==> src/reload_timer_regs.svh <==
// Notes on behaviour
// - two-bit mode field selects operating mode
// - timer mode counts down selected internal source
// - underflow reloads; period is set value plus one
// - counter runs only while start flag set
// - timer underflow raises interrupt request
// - data register read returns current count
// - write while stopped loads reload and counter
// - write while running loads reload only
// - gate function lets count pin suspend counting
// - timer pulse output toggles on each underflow
// - event mode counts chosen edge on pin
// - event source may be another timer's overflow
// - direction from software bit or pulse pin
// - event mode reloads on overflow or underflow
// - up divides by FFFF-n+1, down n+1
// - event wrap raises interrupt request
// - free-run wraps without reloading
// - event pulse output toggles on each wrap
// - pulse pin: port, pulse out or direction
`ifndef RELOAD_TIMER_REGS_SVH
`define RELOAD_TIMER_REGS_SVH

// ---------------------------------------------------------------
// register offsets
// ---------------------------------------------------------------
`define OFS_CTRL    8'h00
`define OFS_MODE    8'h04
`define OFS_DATA    8'h08
`define OFS_RELOAD  8'h0C
`define OFS_STATUS  8'h10

// ---------------------------------------------------------------
// field positions
// ---------------------------------------------------------------
`define CTRL_START      0
`define MODE_OP_LSB     0
`define MODE_PULSE      2
`define MODE_GATE_LSB   3
`define MODE_DIR_PIN    5
`define MODE_FALL       6
`define MODE_FREE       7
`define MODE_CLK_LSB    8
`define MODE_EVT_LSB    10
`define MODE_UP         12
`define MODE_W          13

// ---------------------------------------------------------------
// reset values and counts
// ---------------------------------------------------------------
`define MODE_RST        13'h0000
`define CNT_RST         16'h0000
`define CNT_TOP         16'hFFFF
`define CNT_BOTTOM      16'h0000
`define DIV8_LAST       3'h7
`define DIV32_LAST      5'h1F
`define RESP_OKAY       2'h0
`define RESP_SLVERR     2'h2

`endif

==> src/reload_timer_pkg.sv <==
package reload_timer_pkg;

	typedef enum logic [1:0] {
		OP_TIMER,
		OP_EVENT,
		OP_ONESHOT,
		OP_PWM
	} op_e;

	typedef enum logic [1:0] {
		SRC_UNDIV,
		SRC_DIV8,
		SRC_DIV32,
		SRC_SUB32
	} src_e;

	typedef enum logic [1:0] {
		EVT_PIN,
		EVT_SECOND_B,
		EVT_FIRST_X,
		EVT_THIRD_X
	} evt_e;

	typedef struct packed {
		logic       up;
		evt_e       evt;
		src_e       src;
		logic       free_run;
		logic       fall;
		logic       dir_pin;
		logic [1:0] gate;
		logic       pulse;
		op_e        op;
	} cfg_s;

endpackage

==> src/count_source.sv <==
`timescale 1ns/1ns
`include "reload_timer_regs.svh"

module count_source (
	input  wire logic                clk,
	input  wire logic                rst_b,
	input  wire logic                sub_tick,
	input  wire reload_timer_pkg::src_e sel,
	output logic                     tick
);
	import reload_timer_pkg::*;

	logic [4:0] presc_r;
	logic [4:0] sub_r;

	// ---------------------------------------------------------------
	// free running prescalers
	// ---------------------------------------------------------------
	always_ff @(posedge clk) begin
		if (!rst_b) begin
			presc_r <= 5'h00;
		end else begin
			presc_r <= presc_r + 5'h01;
		end
	end

	always_ff @(posedge clk) begin
		if (!rst_b) begin
			sub_r <= 5'h00;
		end else if (sub_tick) begin
			sub_r <= sub_r + 5'h01;
		end
	end

	// ---------------------------------------------------------------
	// source select
	// ---------------------------------------------------------------
	always_comb begin
		case (sel)
			SRC_UNDIV: tick = 1'b1;
			SRC_DIV8:  tick = (presc_r[2:0] == `DIV8_LAST);
			SRC_DIV32: tick = (presc_r == `DIV32_LAST);
			SRC_SUB32: tick = sub_tick && (sub_r == `DIV32_LAST);
			default:   tick = 1'b0;
		endcase
	end

endmodule // count_source

==> src/reload_timer.sv <==
// The implementer's own choices: the register addresses and register access over AXI4-Lite.
`timescale 1ns/1ns
`include "reload_timer_regs.svh"

module reload_timer #(
	parameter int ADDR_W = 8,
	parameter int CNT_W  = 16
) (
	input  wire logic              SYS_CLK,
	input  wire logic              RST_B,
	input  wire logic [ADDR_W-1:0] S_AXI_AWADDR,
	input  wire logic [2:0]        S_AXI_AWPROT,
	input  wire logic              S_AXI_AWVALID,
	output logic                   S_AXI_AWREADY,
	input  wire logic [31:0]       S_AXI_WDATA,
	input  wire logic [3:0]        S_AXI_WSTRB,
	input  wire logic              S_AXI_WVALID,
	output logic                   S_AXI_WREADY,
	output logic [1:0]             S_AXI_BRESP,
	output logic                   S_AXI_BVALID,
	input  wire logic              S_AXI_BREADY,
	input  wire logic [ADDR_W-1:0] S_AXI_ARADDR,
	input  wire logic [2:0]        S_AXI_ARPROT,
	input  wire logic              S_AXI_ARVALID,
	output logic                   S_AXI_ARREADY,
	output logic [31:0]            S_AXI_RDATA,
	output logic [1:0]             S_AXI_RRESP,
	output logic                   S_AXI_RVALID,
	input  wire logic              S_AXI_RREADY,
	input  wire logic              COUNT_INPUT_PIN,
	input  wire logic              PULSE_OUTPUT_PIN_I,
	output logic                   PULSE_OUTPUT_PIN_O,
	output logic                   PULSE_OUTPUT_PIN_OE,
	input  wire logic              PORT_DATA,
	input  wire logic              PORT_DIR,
	input  wire logic              SUBCLOCK_TICK,
	input  wire logic              SECOND_B_GROUP_TIMER_OVF,
	input  wire logic              FIRST_X_TIMER_OVF,
	input  wire logic              THIRD_X_TIMER_OVF,
	output logic                   IRQ_REQ
);
	import reload_timer_pkg::*;

	// ---------------------------------------------------------------
	// declarations
	// ---------------------------------------------------------------
	logic              aw_held_r;
	logic              w_held_r;
	logic [ADDR_W-1:0] awaddr_r;
	logic [31:0]       wdata_r;
	logic [3:0]        wstrb_r;
	logic              bvalid_r;
	logic [1:0]        bresp_r;
	logic              rvalid_r;
	logic [31:0]       rdata_r;
	logic [1:0]        rresp_r;
	logic              wr_go;
	logic              wr_ctrl;
	logic              wr_mode;
	logic              wr_data;
	logic              wr_hit;
	logic              ar_hs;
	logic              start_r;
	logic [`MODE_W-1:0] mode_r;
	logic [CNT_W-1:0]  reload_r;
	logic [CNT_W-1:0]  cnt_r;
	logic [CNT_W-1:0]  cnt_nxt;
	logic [CNT_W-1:0]  wd16;
	logic [`MODE_W-1:0] wmode;
	cfg_s              cfg;
	logic              is_timer;
	logic              is_event;
	logic              src_tick;
	logic              gate_ok;
	logic              cin_prev_r;
	logic              pin_edge;
	logic              evt_tick;
	logic              up;
	logic              tick;
	logic              wrap_pt;
	logic              wrap;
	logic              reload_evt;
	logic              pout_r;
	logic              irq_r;

	// ---------------------------------------------------------------
	// write channel
	// ---------------------------------------------------------------
	assign S_AXI_AWREADY = !aw_held_r;
	assign S_AXI_WREADY  = !w_held_r;
	assign wr_go   = aw_held_r && w_held_r && !bvalid_r;
	assign wr_ctrl = wr_go && (awaddr_r == `OFS_CTRL);
	assign wr_mode = wr_go && (awaddr_r == `OFS_MODE);
	assign wr_data = wr_go && (awaddr_r == `OFS_DATA);
	assign wr_hit  = wr_ctrl || wr_mode || wr_data;

	always_ff @(posedge SYS_CLK) begin
		if (!RST_B) begin
			aw_held_r <= 1'b0;
			awaddr_r  <= '0;
		end else if (S_AXI_AWVALID && !aw_held_r) begin
			aw_held_r <= 1'b1;
			awaddr_r  <= S_AXI_AWADDR;
		end else if (wr_go) begin
			aw_held_r <= 1'b0;
		end
	end

	always_ff @(posedge SYS_CLK) begin
		if (!RST_B) begin
			w_held_r <= 1'b0;
			wdata_r  <= 32'h0000_0000;
			wstrb_r  <= 4'h0;
		end else if (S_AXI_WVALID && !w_held_r) begin
			w_held_r <= 1'b1;
			wdata_r  <= S_AXI_WDATA;
			wstrb_r  <= S_AXI_WSTRB;
		end else if (wr_go) begin
			w_held_r <= 1'b0;
		end
	end

	always_ff @(posedge SYS_CLK) begin
		if (!RST_B) begin
			bvalid_r <= 1'b0;
			bresp_r  <= `RESP_OKAY;
		end else if (wr_go) begin
			bvalid_r <= 1'b1;
			bresp_r  <= wr_hit ? `RESP_OKAY : `RESP_SLVERR;
		end else if (S_AXI_BREADY) begin
			bvalid_r <= 1'b0;
		end
	end

	assign S_AXI_BVALID = bvalid_r;
	assign S_AXI_BRESP  = bresp_r;

	// byte lanes merged over the present value
	always_comb begin
		wd16  = reload_r;
		wmode = mode_r;
		if (wstrb_r[0]) begin
			wd16[7:0]  = wdata_r[7:0];
			wmode[7:0] = wdata_r[7:0];
		end
		if (wstrb_r[1]) begin
			wd16[15:8]           = wdata_r[15:8];
			wmode[`MODE_W-1:8]   = wdata_r[`MODE_W-1:8];
		end
	end

	// ---------------------------------------------------------------
	// control and mode registers
	// ---------------------------------------------------------------
	always_ff @(posedge SYS_CLK) begin
		if (!RST_B) begin
			start_r <= 1'b0;
		end else if (wr_ctrl && wstrb_r[0]) begin
			start_r <= wdata_r[`CTRL_START];
		end
	end

	always_ff @(posedge SYS_CLK) begin
		if (!RST_B) begin
			mode_r <= `MODE_RST;
		end else if (wr_mode) begin
			mode_r <= wmode;
		end
	end

	always_comb begin
		cfg          = '0;
		cfg.op       = op_e'(mode_r[`MODE_OP_LSB +: 2]);
		cfg.pulse    = mode_r[`MODE_PULSE];
		cfg.gate     = mode_r[`MODE_GATE_LSB +: 2];
		cfg.dir_pin  = mode_r[`MODE_DIR_PIN];
		cfg.fall     = mode_r[`MODE_FALL];
		cfg.free_run = mode_r[`MODE_FREE];
		cfg.src      = src_e'(mode_r[`MODE_CLK_LSB +: 2]);
		cfg.evt      = evt_e'(mode_r[`MODE_EVT_LSB +: 2]);
		cfg.up       = mode_r[`MODE_UP];
	end

	assign is_timer = (cfg.op == OP_TIMER);
	assign is_event = (cfg.op == OP_EVENT);

	// ---------------------------------------------------------------
	// count sources
	// ---------------------------------------------------------------
	count_source u_src (
		.clk      (SYS_CLK),
		.rst_b    (RST_B),
		.sub_tick (SUBCLOCK_TICK),
		.sel      (cfg.src),
		.tick     (src_tick)
	);

	// gate off below 2; 2 counts while pin low, 3 while pin high
	assign gate_ok = !cfg.gate[1] || (COUNT_INPUT_PIN == cfg.gate[0]);

	always_ff @(posedge SYS_CLK) begin
		if (!RST_B) begin
			cin_prev_r <= COUNT_INPUT_PIN;
		end else begin
			cin_prev_r <= COUNT_INPUT_PIN;
		end
	end

	assign pin_edge = cfg.fall ? (cin_prev_r && !COUNT_INPUT_PIN)
	                           : (!cin_prev_r && COUNT_INPUT_PIN);

	always_comb begin
		case (cfg.evt)
			EVT_PIN:      evt_tick = pin_edge;
			EVT_SECOND_B: evt_tick = SECOND_B_GROUP_TIMER_OVF;
			EVT_FIRST_X:  evt_tick = FIRST_X_TIMER_OVF;
			EVT_THIRD_X:  evt_tick = THIRD_X_TIMER_OVF;
			default:      evt_tick = 1'b0;
		endcase
	end

	// pin high counts up, low counts down
	assign up = is_event && (cfg.dir_pin ? PULSE_OUTPUT_PIN_I : cfg.up);

	assign tick = start_r && ((is_timer && src_tick && gate_ok)
	                          || (is_event && evt_tick));

	// ---------------------------------------------------------------
	// counter and reload register
	// ---------------------------------------------------------------
	assign wrap_pt    = up ? (cnt_r == `CNT_TOP) : (cnt_r == `CNT_BOTTOM);
	assign wrap       = tick && wrap_pt;
	assign reload_evt = wrap && !(is_event && cfg.free_run);

	always_comb begin
		cnt_nxt = cnt_r;
		if (wr_data && !start_r) begin
			cnt_nxt = wd16;
		end else if (reload_evt) begin
			cnt_nxt = reload_r;
		end else if (tick) begin
			cnt_nxt = up ? cnt_r + 16'h0001 : cnt_r - 16'h0001;
		end
	end

	always_ff @(posedge SYS_CLK) begin
		if (!RST_B) begin
			cnt_r <= `CNT_RST;
		end else begin
			cnt_r <= cnt_nxt;
		end
	end

	always_ff @(posedge SYS_CLK) begin
		if (!RST_B) begin
			reload_r <= `CNT_RST;
		end else if (wr_data) begin
			reload_r <= wd16;
		end
	end

	// ---------------------------------------------------------------
	// interrupt request and pulse pin
	// ---------------------------------------------------------------
	always_ff @(posedge SYS_CLK) begin
		if (!RST_B) begin
			irq_r <= 1'b0;
		end else begin
			irq_r <= wrap;
		end
	end

	always_ff @(posedge SYS_CLK) begin
		if (!RST_B) begin
			pout_r <= 1'b0;
		end else if (wrap && cfg.pulse) begin
			pout_r <= !pout_r;
		end
	end

	assign IRQ_REQ = irq_r;

	always_comb begin
		if (is_event && cfg.dir_pin) begin
			PULSE_OUTPUT_PIN_O  = 1'b0;
			PULSE_OUTPUT_PIN_OE = 1'b0;
		end else if ((is_timer || is_event) && cfg.pulse) begin
			PULSE_OUTPUT_PIN_O  = pout_r;
			PULSE_OUTPUT_PIN_OE = 1'b1;
		end else begin
			PULSE_OUTPUT_PIN_O  = PORT_DATA;
			PULSE_OUTPUT_PIN_OE = PORT_DIR;
		end
	end

	// ---------------------------------------------------------------
	// read channel
	// ---------------------------------------------------------------
	assign ar_hs         = S_AXI_ARVALID && !rvalid_r;
	assign S_AXI_ARREADY = !rvalid_r;

	always_ff @(posedge SYS_CLK) begin
		if (!RST_B) begin
			rvalid_r <= 1'b0;
			rdata_r  <= 32'h0000_0000;
			rresp_r  <= `RESP_OKAY;
		end else if (ar_hs) begin
			rvalid_r <= 1'b1;
			rresp_r  <= `RESP_OKAY;
			rdata_r  <= 32'h0000_0000;
			case (S_AXI_ARADDR)
				`OFS_CTRL:   rdata_r[`CTRL_START] <= start_r;
				`OFS_MODE:   rdata_r[`MODE_W-1:0] <= mode_r;
				`OFS_DATA:   rdata_r[15:0] <= cnt_r;
				`OFS_RELOAD: rdata_r[15:0] <= reload_r;
				`OFS_STATUS: rdata_r[2:0] <= {up, pout_r, tick};
				default:     rresp_r <= `RESP_SLVERR;
			endcase
		end else if (S_AXI_RREADY) begin
			rvalid_r <= 1'b0;
		end
	end

	assign S_AXI_RVALID = rvalid_r;
	assign S_AXI_RDATA  = rdata_r;
	assign S_AXI_RRESP  = rresp_r;
endmodule // reload_timer

==> config.mk <==
export PLATFORM = sky130hd
export DESIGN_NAME = reload_timer
export DESIGN_NICKNAME = d
export VERILOG_FILES = /design/src/reload_timer_pkg.sv /design/src/count_source.sv /design/src/reload_timer.sv
export VERILOG_INCLUDE_DIRS = /design/src
export SDC_FILE = /design/constraint.sdc
export NUM_CORES = 1
export LEC_CHECK = 0
export ABC_CLOCK_PERIOD_IN_PS = 6100
export BUFFER_PORTS_ARGS = -buffer_cell sky130_fd_sc_hd__buf_2
export CORE_MARGIN = 5
export CORE_UTILIZATION = 60
export CTS_CLUSTER_SIZE = 14
export DETAILED_ROUTE_END_ITERATION = 10
export PLACE_DENSITY = 0.89
export SLEW_MARGIN = 15
export SYNTH_ARGS = -nofsm -noshare
export SYNTH_HDL_FRONTEND = slang
export SYNTH_SLANG_ARGS = --single-unit
export TNS_END_PERCENT = 5
==> constraint.sdc <==
create_clock -name SYS_CLK -period 6.1 [get_ports SYS_CLK]
set_input_delay 0.61 -clock SYS_CLK [delete_from_list [all_inputs] [get_ports SYS_CLK]]
set_output_delay 0.61 -clock SYS_CLK [all_outputs]
set_load 0.01 [all_outputs]
# Word-level counts from Yosys, hierarchy flattened
# Index checks and enable logic that the tools add are counted.
# W data, S select, Z words.
[totals]
reg_bits = 109
input_bits = 73
out_inout_bits = 44
elab_cells = 123
[classes]
add_sub_neg = 4
eq_ne = 18
muxes = 28
reduce_logical = 53
[ops]
columns = ["cell", "count"]
rows = [
  ["$mux W16", 4],
  ["$pmux W10 S3", 1],
  ["$eq A8 B4 Y1 const B", 3],
  ["$logic_and A1 B1 Y1", 24],
  ["$add A16 B1 Y16 const B", 1],
  ["$eq A16 B16 Y1 const B", 1],
  ["$eq A8 B3 Y1 const B", 2],
  ["$logic_not A16 Y1", 1],
  ["$logic_not A8 Y1", 2],
  ["$mux W8", 2],
  ["$sub A16 B1 Y16 const B", 1],
  ["$mux W1", 14],
  ["$add A5 B1 Y5 const B", 2],
  ["$eq A5 B5 Y1 const B", 2],
  ["$logic_not A1 Y1", 10],
  ["$eq A2 B2 Y1 const B", 4],
  ["$eq A8 B5 Y1 const B", 1],
  ["$pmux W1 S4", 2],
  ["$pmux W2 S4", 1],
  ["$reduce_bool A2 Y1", 4],
  ["$eq A2 B1 Y1 const B", 3],
  ["$logic_not A2 Y1", 3],
  ["$pmux W3 S2", 1],
  ["$logic_or A1 B1 Y1", 5],
  ["other kinds (7)", 9],
]

# Logic depth before layout (Yosys ltp)
[logic_depth]
word_depth = 11
depth_mapped = 13
depth_no_buf = 11

# By module
# From an unflattened synthesis, not the netlist that was laid out.
[unflattened]
hier_cells = 733
hier_area_um2 = 5979.5
[by_module_without_submodules]
columns = ["mod", "n_inst", "cells_per_inst", "area_each_um2", "seq_area_each_um2"]
rows = [
  ["reload_timer", 1, 689, 5506.5, 1941.9],
  ["count_source", 1, 44, 473.0, 200.2],
]

# Worst setup path after synthesis
# No wires, ideal clock.
[synth_path]
kind = "input-to-reg"
start = "input PULSE_OUTPUT_PIN_I"
end = "register cnt_r[14]"
setup_ns = 0.086
arrival_time_ns = 3.098
path_slack_ns = 2.917
stages = 11
n_path_buf = 0
path_cell_list = "mux2_2 -> nand2_1 -> ha_1 -> a21oi_1 -> nor2b_1 -> a31o_2 -> a21oi_1 -> a21oi_1 -> a41oi_1 -> mux2_2 -> a211oi_1"
[synth_between]
elab_chain_len = 7
word_cells_on_any_way = 10
[synth_lines]
columns = ["element", "line", "source"]
rows = [
  ["start, declared", "reload_timer.sv:31", "input wire logic PULSE_OUTPUT_PIN_I,"],
  ["$mux W1 *", "reload_timer.sv:223", "assign up = is_event && (cfg.dir_pin ? PULSE_OUTPUT_PIN_I : cfg.up);"],
  ["$logic_and A1 B1 Y1 *", "reload_timer.sv:223", ""],
  ["$mux W1", "reload_timer.sv:231", "assign wrap_pt = up ? (cnt_r == `CNT_TOP) : (cnt_r == `CNT_BOTTOM);"],
  ["$logic_and A1 B1 Y1", "reload_timer.sv:232", "assign wrap = tick && wrap_pt;"],
  ["$logic_and A1 B1 Y1", "reload_timer.sv:233", "assign reload_evt = wrap && !(is_event && cfg.free_run);"],
  ["$mux W16", "reload_timer.sv:239", "end else if (reload_evt) begin"],
  ["$mux W16", "reload_timer.sv:237", "if (wr_data && !start_r) begin"],
  ["end signal, assigned", "reload_timer.sv:248", "cnt_r <= `CNT_RST;"],
  ["end signal, assigned", "reload_timer.sv:250", "cnt_r <= cnt_nxt;"],
  ["end, declared", "reload_timer.sv:66", "logic [CNT_W-1:0] cnt_r;"],
]
# Every way passes the cells marked *; elsewhere a longest branch is shown, timed or not. The select of a mux whose other input is x is not followed.
# A chain may end at the register's enable or synchronous reset.

# Final worst setup path
[layout_path]
start = "register mode_r[0] (netlist: cfg[0])"
end = "register cnt_r[15]"
[layout_between]
elab_chain_len = 9
word_cells_on_any_way = 18
[layout_lines]
columns = ["element", "line", "source"]
rows = [
  ["start, declared", "reload_timer.sv:64", "logic [`MODE_W-1:0] mode_r;"],
  ["start signal, assigned", "reload_timer.sv:165", "mode_r <= `MODE_RST;"],
  ["start signal, assigned", "reload_timer.sv:167", "mode_r <= wmode;"],
  ["$logic_not A2 Y1", "reload_timer.sv:184", "assign is_timer = (cfg.op == OP_TIMER);"],
  ["$logic_and A1 B1 Y1 (2 in a row)", "reload_timer.sv:225", "assign tick = start_r && ((is_timer && src_tick && gate_ok)"],
  ["$logic_or A1 B1 Y1", "reload_timer.sv:226", "|| (is_event && evt_tick));"],
  ["$logic_and A1 B1 Y1", "reload_timer.sv:225", ""],
  ["$logic_and A1 B1 Y1", "reload_timer.sv:232", ""],
  ["$logic_and A1 B1 Y1", "reload_timer.sv:233", ""],
  ["$mux W16", "reload_timer.sv:239", ""],
  ["$mux W16", "reload_timer.sv:237", ""],
]
# Parallel ways exist; a longest one is shown, timed or not. The select of a mux whose other input is x is not followed.

==> impl_summary.log <==
INFO  metric status = finished, final reports clean
INFO  metric tns = 0 ns
INFO  metric antenna_found_initial = 0
INFO  metric synth_seq_area_share = 36.3%
INFO  metric design.die.area = 11900 um^2
INFO  metric detailedRoute.firstPassIterationCount = 5
INFO  metric insertion_delay = 0.37 ns
INFO  metric critical_path_peak_fanout = 19
INFO  metric area.growth.synth_to_final = 9.56%
INFO  metric die_w = 109 um
INFO  metric post-place-cells = 837
INFO  metric reg2reg_slack = 2.45 ns
INFO  metric worstSetupStartpointType = flip-flop
INFO  metric synth_edf_count = 0
INFO  metric synth_top_flop_cell = sky130_fd_sc_hd__dfxtp_1
INFO  metric post-route-period-util = 59.9%
INFO  metric synth_seq_cells = 107
INFO  metric num_io_pins = 117
INFO  metric port_buffers = 74
INFO  metric pre_cts_ws = 2.39 ns
INFO  metric layout-drive-gt1-share = 18.3%
INFO  metric clockRootBuffer = sky130_fd_sc_hd__clkbuf_8
INFO  metric cts-buffers-inserted = 9
INFO  metric grt_usage = 23.9%
INFO  metric gp_congestion = 0.935
INFO  metric netlist_top_cells_area = sky130_fd_sc_hd__dfxtp_1 36%, sky130_fd_sc_hd__mux2i_1 9.0%, sky130_fd_sc_hd__nor2b_1 7.3%
INFO  metric layout.cells.most_common_list = 107 x sky130_fd_sc_hd__dfxtp_1, 74 x sky130_fd_sc_hd__buf_2, 70 x sky130_fd_sc_hd__nand2_1, 68 x sky130_fd_sc_hd__nor2b_1, 53 x sky130_fd_sc_hd__mux2i_1
INFO  metric fmaxAchievable = 274 MHz
INFO  metric synth.cell_area = 5910 um^2
INFO  metric critical_path.endpoint_type = flip-flop
INFO  metric tritoncts = yes
INFO  metric vdd_ir_drop_max = 0.167 mV
INFO  metric cells_after_synthesis = 663
INFO  metric worstPathArrival = 3.91 ns
INFO  metric synth.distinct_cells = 59
INFO  metric worst_slew_pin_slew = 0.918 ns
INFO  metric worst_slack = 2.45 ns
INFO  metric post_cts_buffers = 0
INFO  metric max-clock-path-buffers = 2
INFO  metric first_global_vias = 4807
INFO  metric floorplan.initialDensity = 61.0%
INFO  metric dieHeight = 109 um
INFO  metric rsz0062_at_grt = false
INFO  metric routed-via-count = 4965
INFO  metric coreArea = 9680 um^2
INFO  metric power-per-cell-area = 205 nW/um^2
INFO  metric synth_top_area_share = 36.3%
INFO  metric power.static_leakage = 2.74 nW
INFO  metric cts_htree_levels = 3
INFO  metric dpl.hpwl = 10400 um
INFO  metric timing.final.hold_violations = 0
INFO  metric diodes = 0
INFO  metric synth.largest_area_cell = sky130_fd_sc_hd__dfxtp_1
INFO  metric drc_errors_left = 0
INFO  metric max-cap-violations = 0
INFO  metric yosys_warnings = 0
INFO  metric slew_violations = 0
INFO  metric clock_sink_count = 107
INFO  metric placementRows = 36
INFO  metric routed_wire_length_per_instance = 16.7 um
INFO  metric fin_skew = 0.00974 ns
INFO  metric final_net_count = 808
INFO  metric synth_async_sr_flop_share = 0%
INFO  metric wirelength = 14200 um
INFO  metric global_route.overflow_total = 0
INFO  metric route.detailed.vias_per_inst = 5.82
INFO  metric drt.antenna.violating_nets = 0
INFO  metric syn_avg_cell_area = 8.91 um^2
INFO  metric global_route_wire_length_before_repair = 23000 um
INFO  metric setup_violations = 0
INFO  metric worst_hold_path_type = in2reg
INFO  metric final_cells = 853
INFO  metric worst_slew_margin = 38.7%
INFO  metric critical_path_class = reg2reg
INFO  metric cts_repair_resize_count = 0
INFO  metric drt_iter0_markers = 352
INFO  metric crit_required = 6.36 ns
INFO  metric clkSlewWorstSetupHoldPaths = 0.11 ns
INFO  metric mostFrequentLayoutCell = sky130_fd_sc_hd__dfxtp_1
INFO  metric period_minus_ws_final = 3.65 ns
INFO  metric post_cts_hold_buffer_count = 0
INFO  metric pin_count_of_the_biggest_net_entering_global_routing = 96
layout make-up:
class | count | area [um^2]
Inverter | 9 | 33.8
Fill cell | 785 | 3210
Sequential cell | 107 | 2140
Tap cell | 133 | 166
Timing Repair Buffer | 76 | 385
Clock inverter | 5 | 71.3
Clock buffer | 11 | 151
Multi-Input combinational cell | 512 | 3520
logic make-up after synthesis:
group	synth area share, %
compound gates	15.6
xor+xnor	2.67
fa+ha+maj	4.36
buf+inv	5.25
flops	36.3
mux	15.1
other cells	0.0635
simple gates	20.7
critical path: stages, from the launching register on:
cell and delay, ns:
sky130_fd_sc_hd__dfxtp_1 0.42, sky130_fd_sc_hd__nor2b_1 0.24, sky130_fd_sc_hd__buf_4 0.19, sky130_fd_sc_hd__nand2_1 0.45, sky130_fd_sc_hd__ha_1 0.51, sky130_fd_sc_hd__a211oi_1 0.36, sky130_fd_sc_hd__o211ai_1 0.18, sky130_fd_sc_hd__a41o_1 0.30
sky130_fd_sc_hd__a41oi_1 0.30, sky130_fd_sc_hd__a21oi_1 0.15, sky130_fd_sc_hd__a211oi_1 0.25, sky130_fd_sc_hd__a31o_2 0.14, sky130_fd_sc_hd__a2bb2oi_1 0.05
per-stage QoR:
step / instance area [um^2] / utilization, % / hold WS [ns] / power [mW]
2_1_floorplan: 5970 / - / 0.420 / 0.837
3_3_place_gp: 6240 / 64.5 / 0.439 / 0.861
3_5_place_dp: 6240 / 64.5 / 0.449 / 0.867
4_1_cts: 6470 / 66.8 / 0.411 / 1.33
5_1_grt: 6470 / 66.8 / 0.405 / 1.37
6_report: 6470 / 66.8 / 0.425 / 1.32
cell usage after synthesis (2+ instances only):
cell and count:
sky130_fd_sc_hd__dfxtp_1 107, sky130_fd_sc_hd__nand2_1 70, sky130_fd_sc_hd__nor2b_1 69, sky130_fd_sc_hd__mux2i_1 53, sky130_fd_sc_hd__a21oi_1 39, sky130_fd_sc_hd__mux2_2 30
sky130_fd_sc_hd__clkbuf_1 27, sky130_fd_sc_hd__nor2_1 27, sky130_fd_sc_hd__a21boi_0 21, sky130_fd_sc_hd__buf_4 19, sky130_fd_sc_hd__ha_1 19, sky130_fd_sc_hd__nor3_1 17
sky130_fd_sc_hd__a22oi_1 13, sky130_fd_sc_hd__xnor2_1 12, sky130_fd_sc_hd__and2_1 10, sky130_fd_sc_hd__nand3_1 10, sky130_fd_sc_hd__inv_1 9, sky130_fd_sc_hd__o21ai_0 9
sky130_fd_sc_hd__and3_1 8, sky130_fd_sc_hd__a211oi_1 7, sky130_fd_sc_hd__nand4_1 7, sky130_fd_sc_hd__xor2_1 6, sky130_fd_sc_hd__nor4_1 5, sky130_fd_sc_hd__o22ai_1 5
sky130_fd_sc_hd__a211o_1 4, sky130_fd_sc_hd__a21o_1 4, sky130_fd_sc_hd__nand2b_1 4, sky130_fd_sc_hd__o211ai_1 4, sky130_fd_sc_hd__o21a_1 4, sky130_fd_sc_hd__o221ai_1 4
sky130_fd_sc_hd__a21boi_1 3, sky130_fd_sc_hd__buf_1 3, sky130_fd_sc_hd__or3_1 3, sky130_fd_sc_hd__a222oi_1 2, sky130_fd_sc_hd__a31o_2 2, sky130_fd_sc_hd__a41oi_1 2
sky130_fd_sc_hd__buf_2 2, sky130_fd_sc_hd__o211a_1 2
path summary, 6_finish.rpt:
path,from,endpoint,cells past startpoint
hold / removal,COUNT_INPUT_PIN,cin_prev_r,1
setup reg to reg,cfg[0],cnt_r[15],12
setup / recovery,cfg[0],cnt_r[15],12
hold reg to reg,u_src.presc_r[0],u_src.presc_r[0],1
registers in the layout, summed over array words and instances (netlist names):
name	flops
u_src.presc_r	5
start_r	1
aw_held_r	1
cin_prev_r	1
w_held_r	1
S_AXI_RVALID	1
reload_r	16
wdata_r	16
IRQ_REQ	1
S_AXI_BVALID	1
cnt_r	16
wstrb_r	2
u_src.sub_r	5
S_AXI_RDATA	16
awaddr_r	8
pout_r	1
S_AXI_RRESP	1
cfg	13
S_AXI_BRESP	1
metal layers:
metal / wire [um] / GRT usage (%) / up-vias / part of all wire [%]
met5: 0 / 0 / - / 0
met4: 288 / 7.84 / 0 / 2.0
met3: 1050 / 3.26 / 24 / 7.3
met2: 6520 / 39.6 / 204 / 46
met1: 6370 / 32.3 / 2320 / 45
li1: - / - / 2417 / -
power breakdown:
part / total, mW / switching [mW] / internal [mW] / leakage (nW)
registers: 0.735 / 0.0194 / 0.716 / 0.869
clock network: 0.471 / 0.253 / 0.218 / 0.109
logic: 0.118 / 0.0649 / 0.0530 / 1.76
Note: power is estimated with default switching activity, not from simulation.
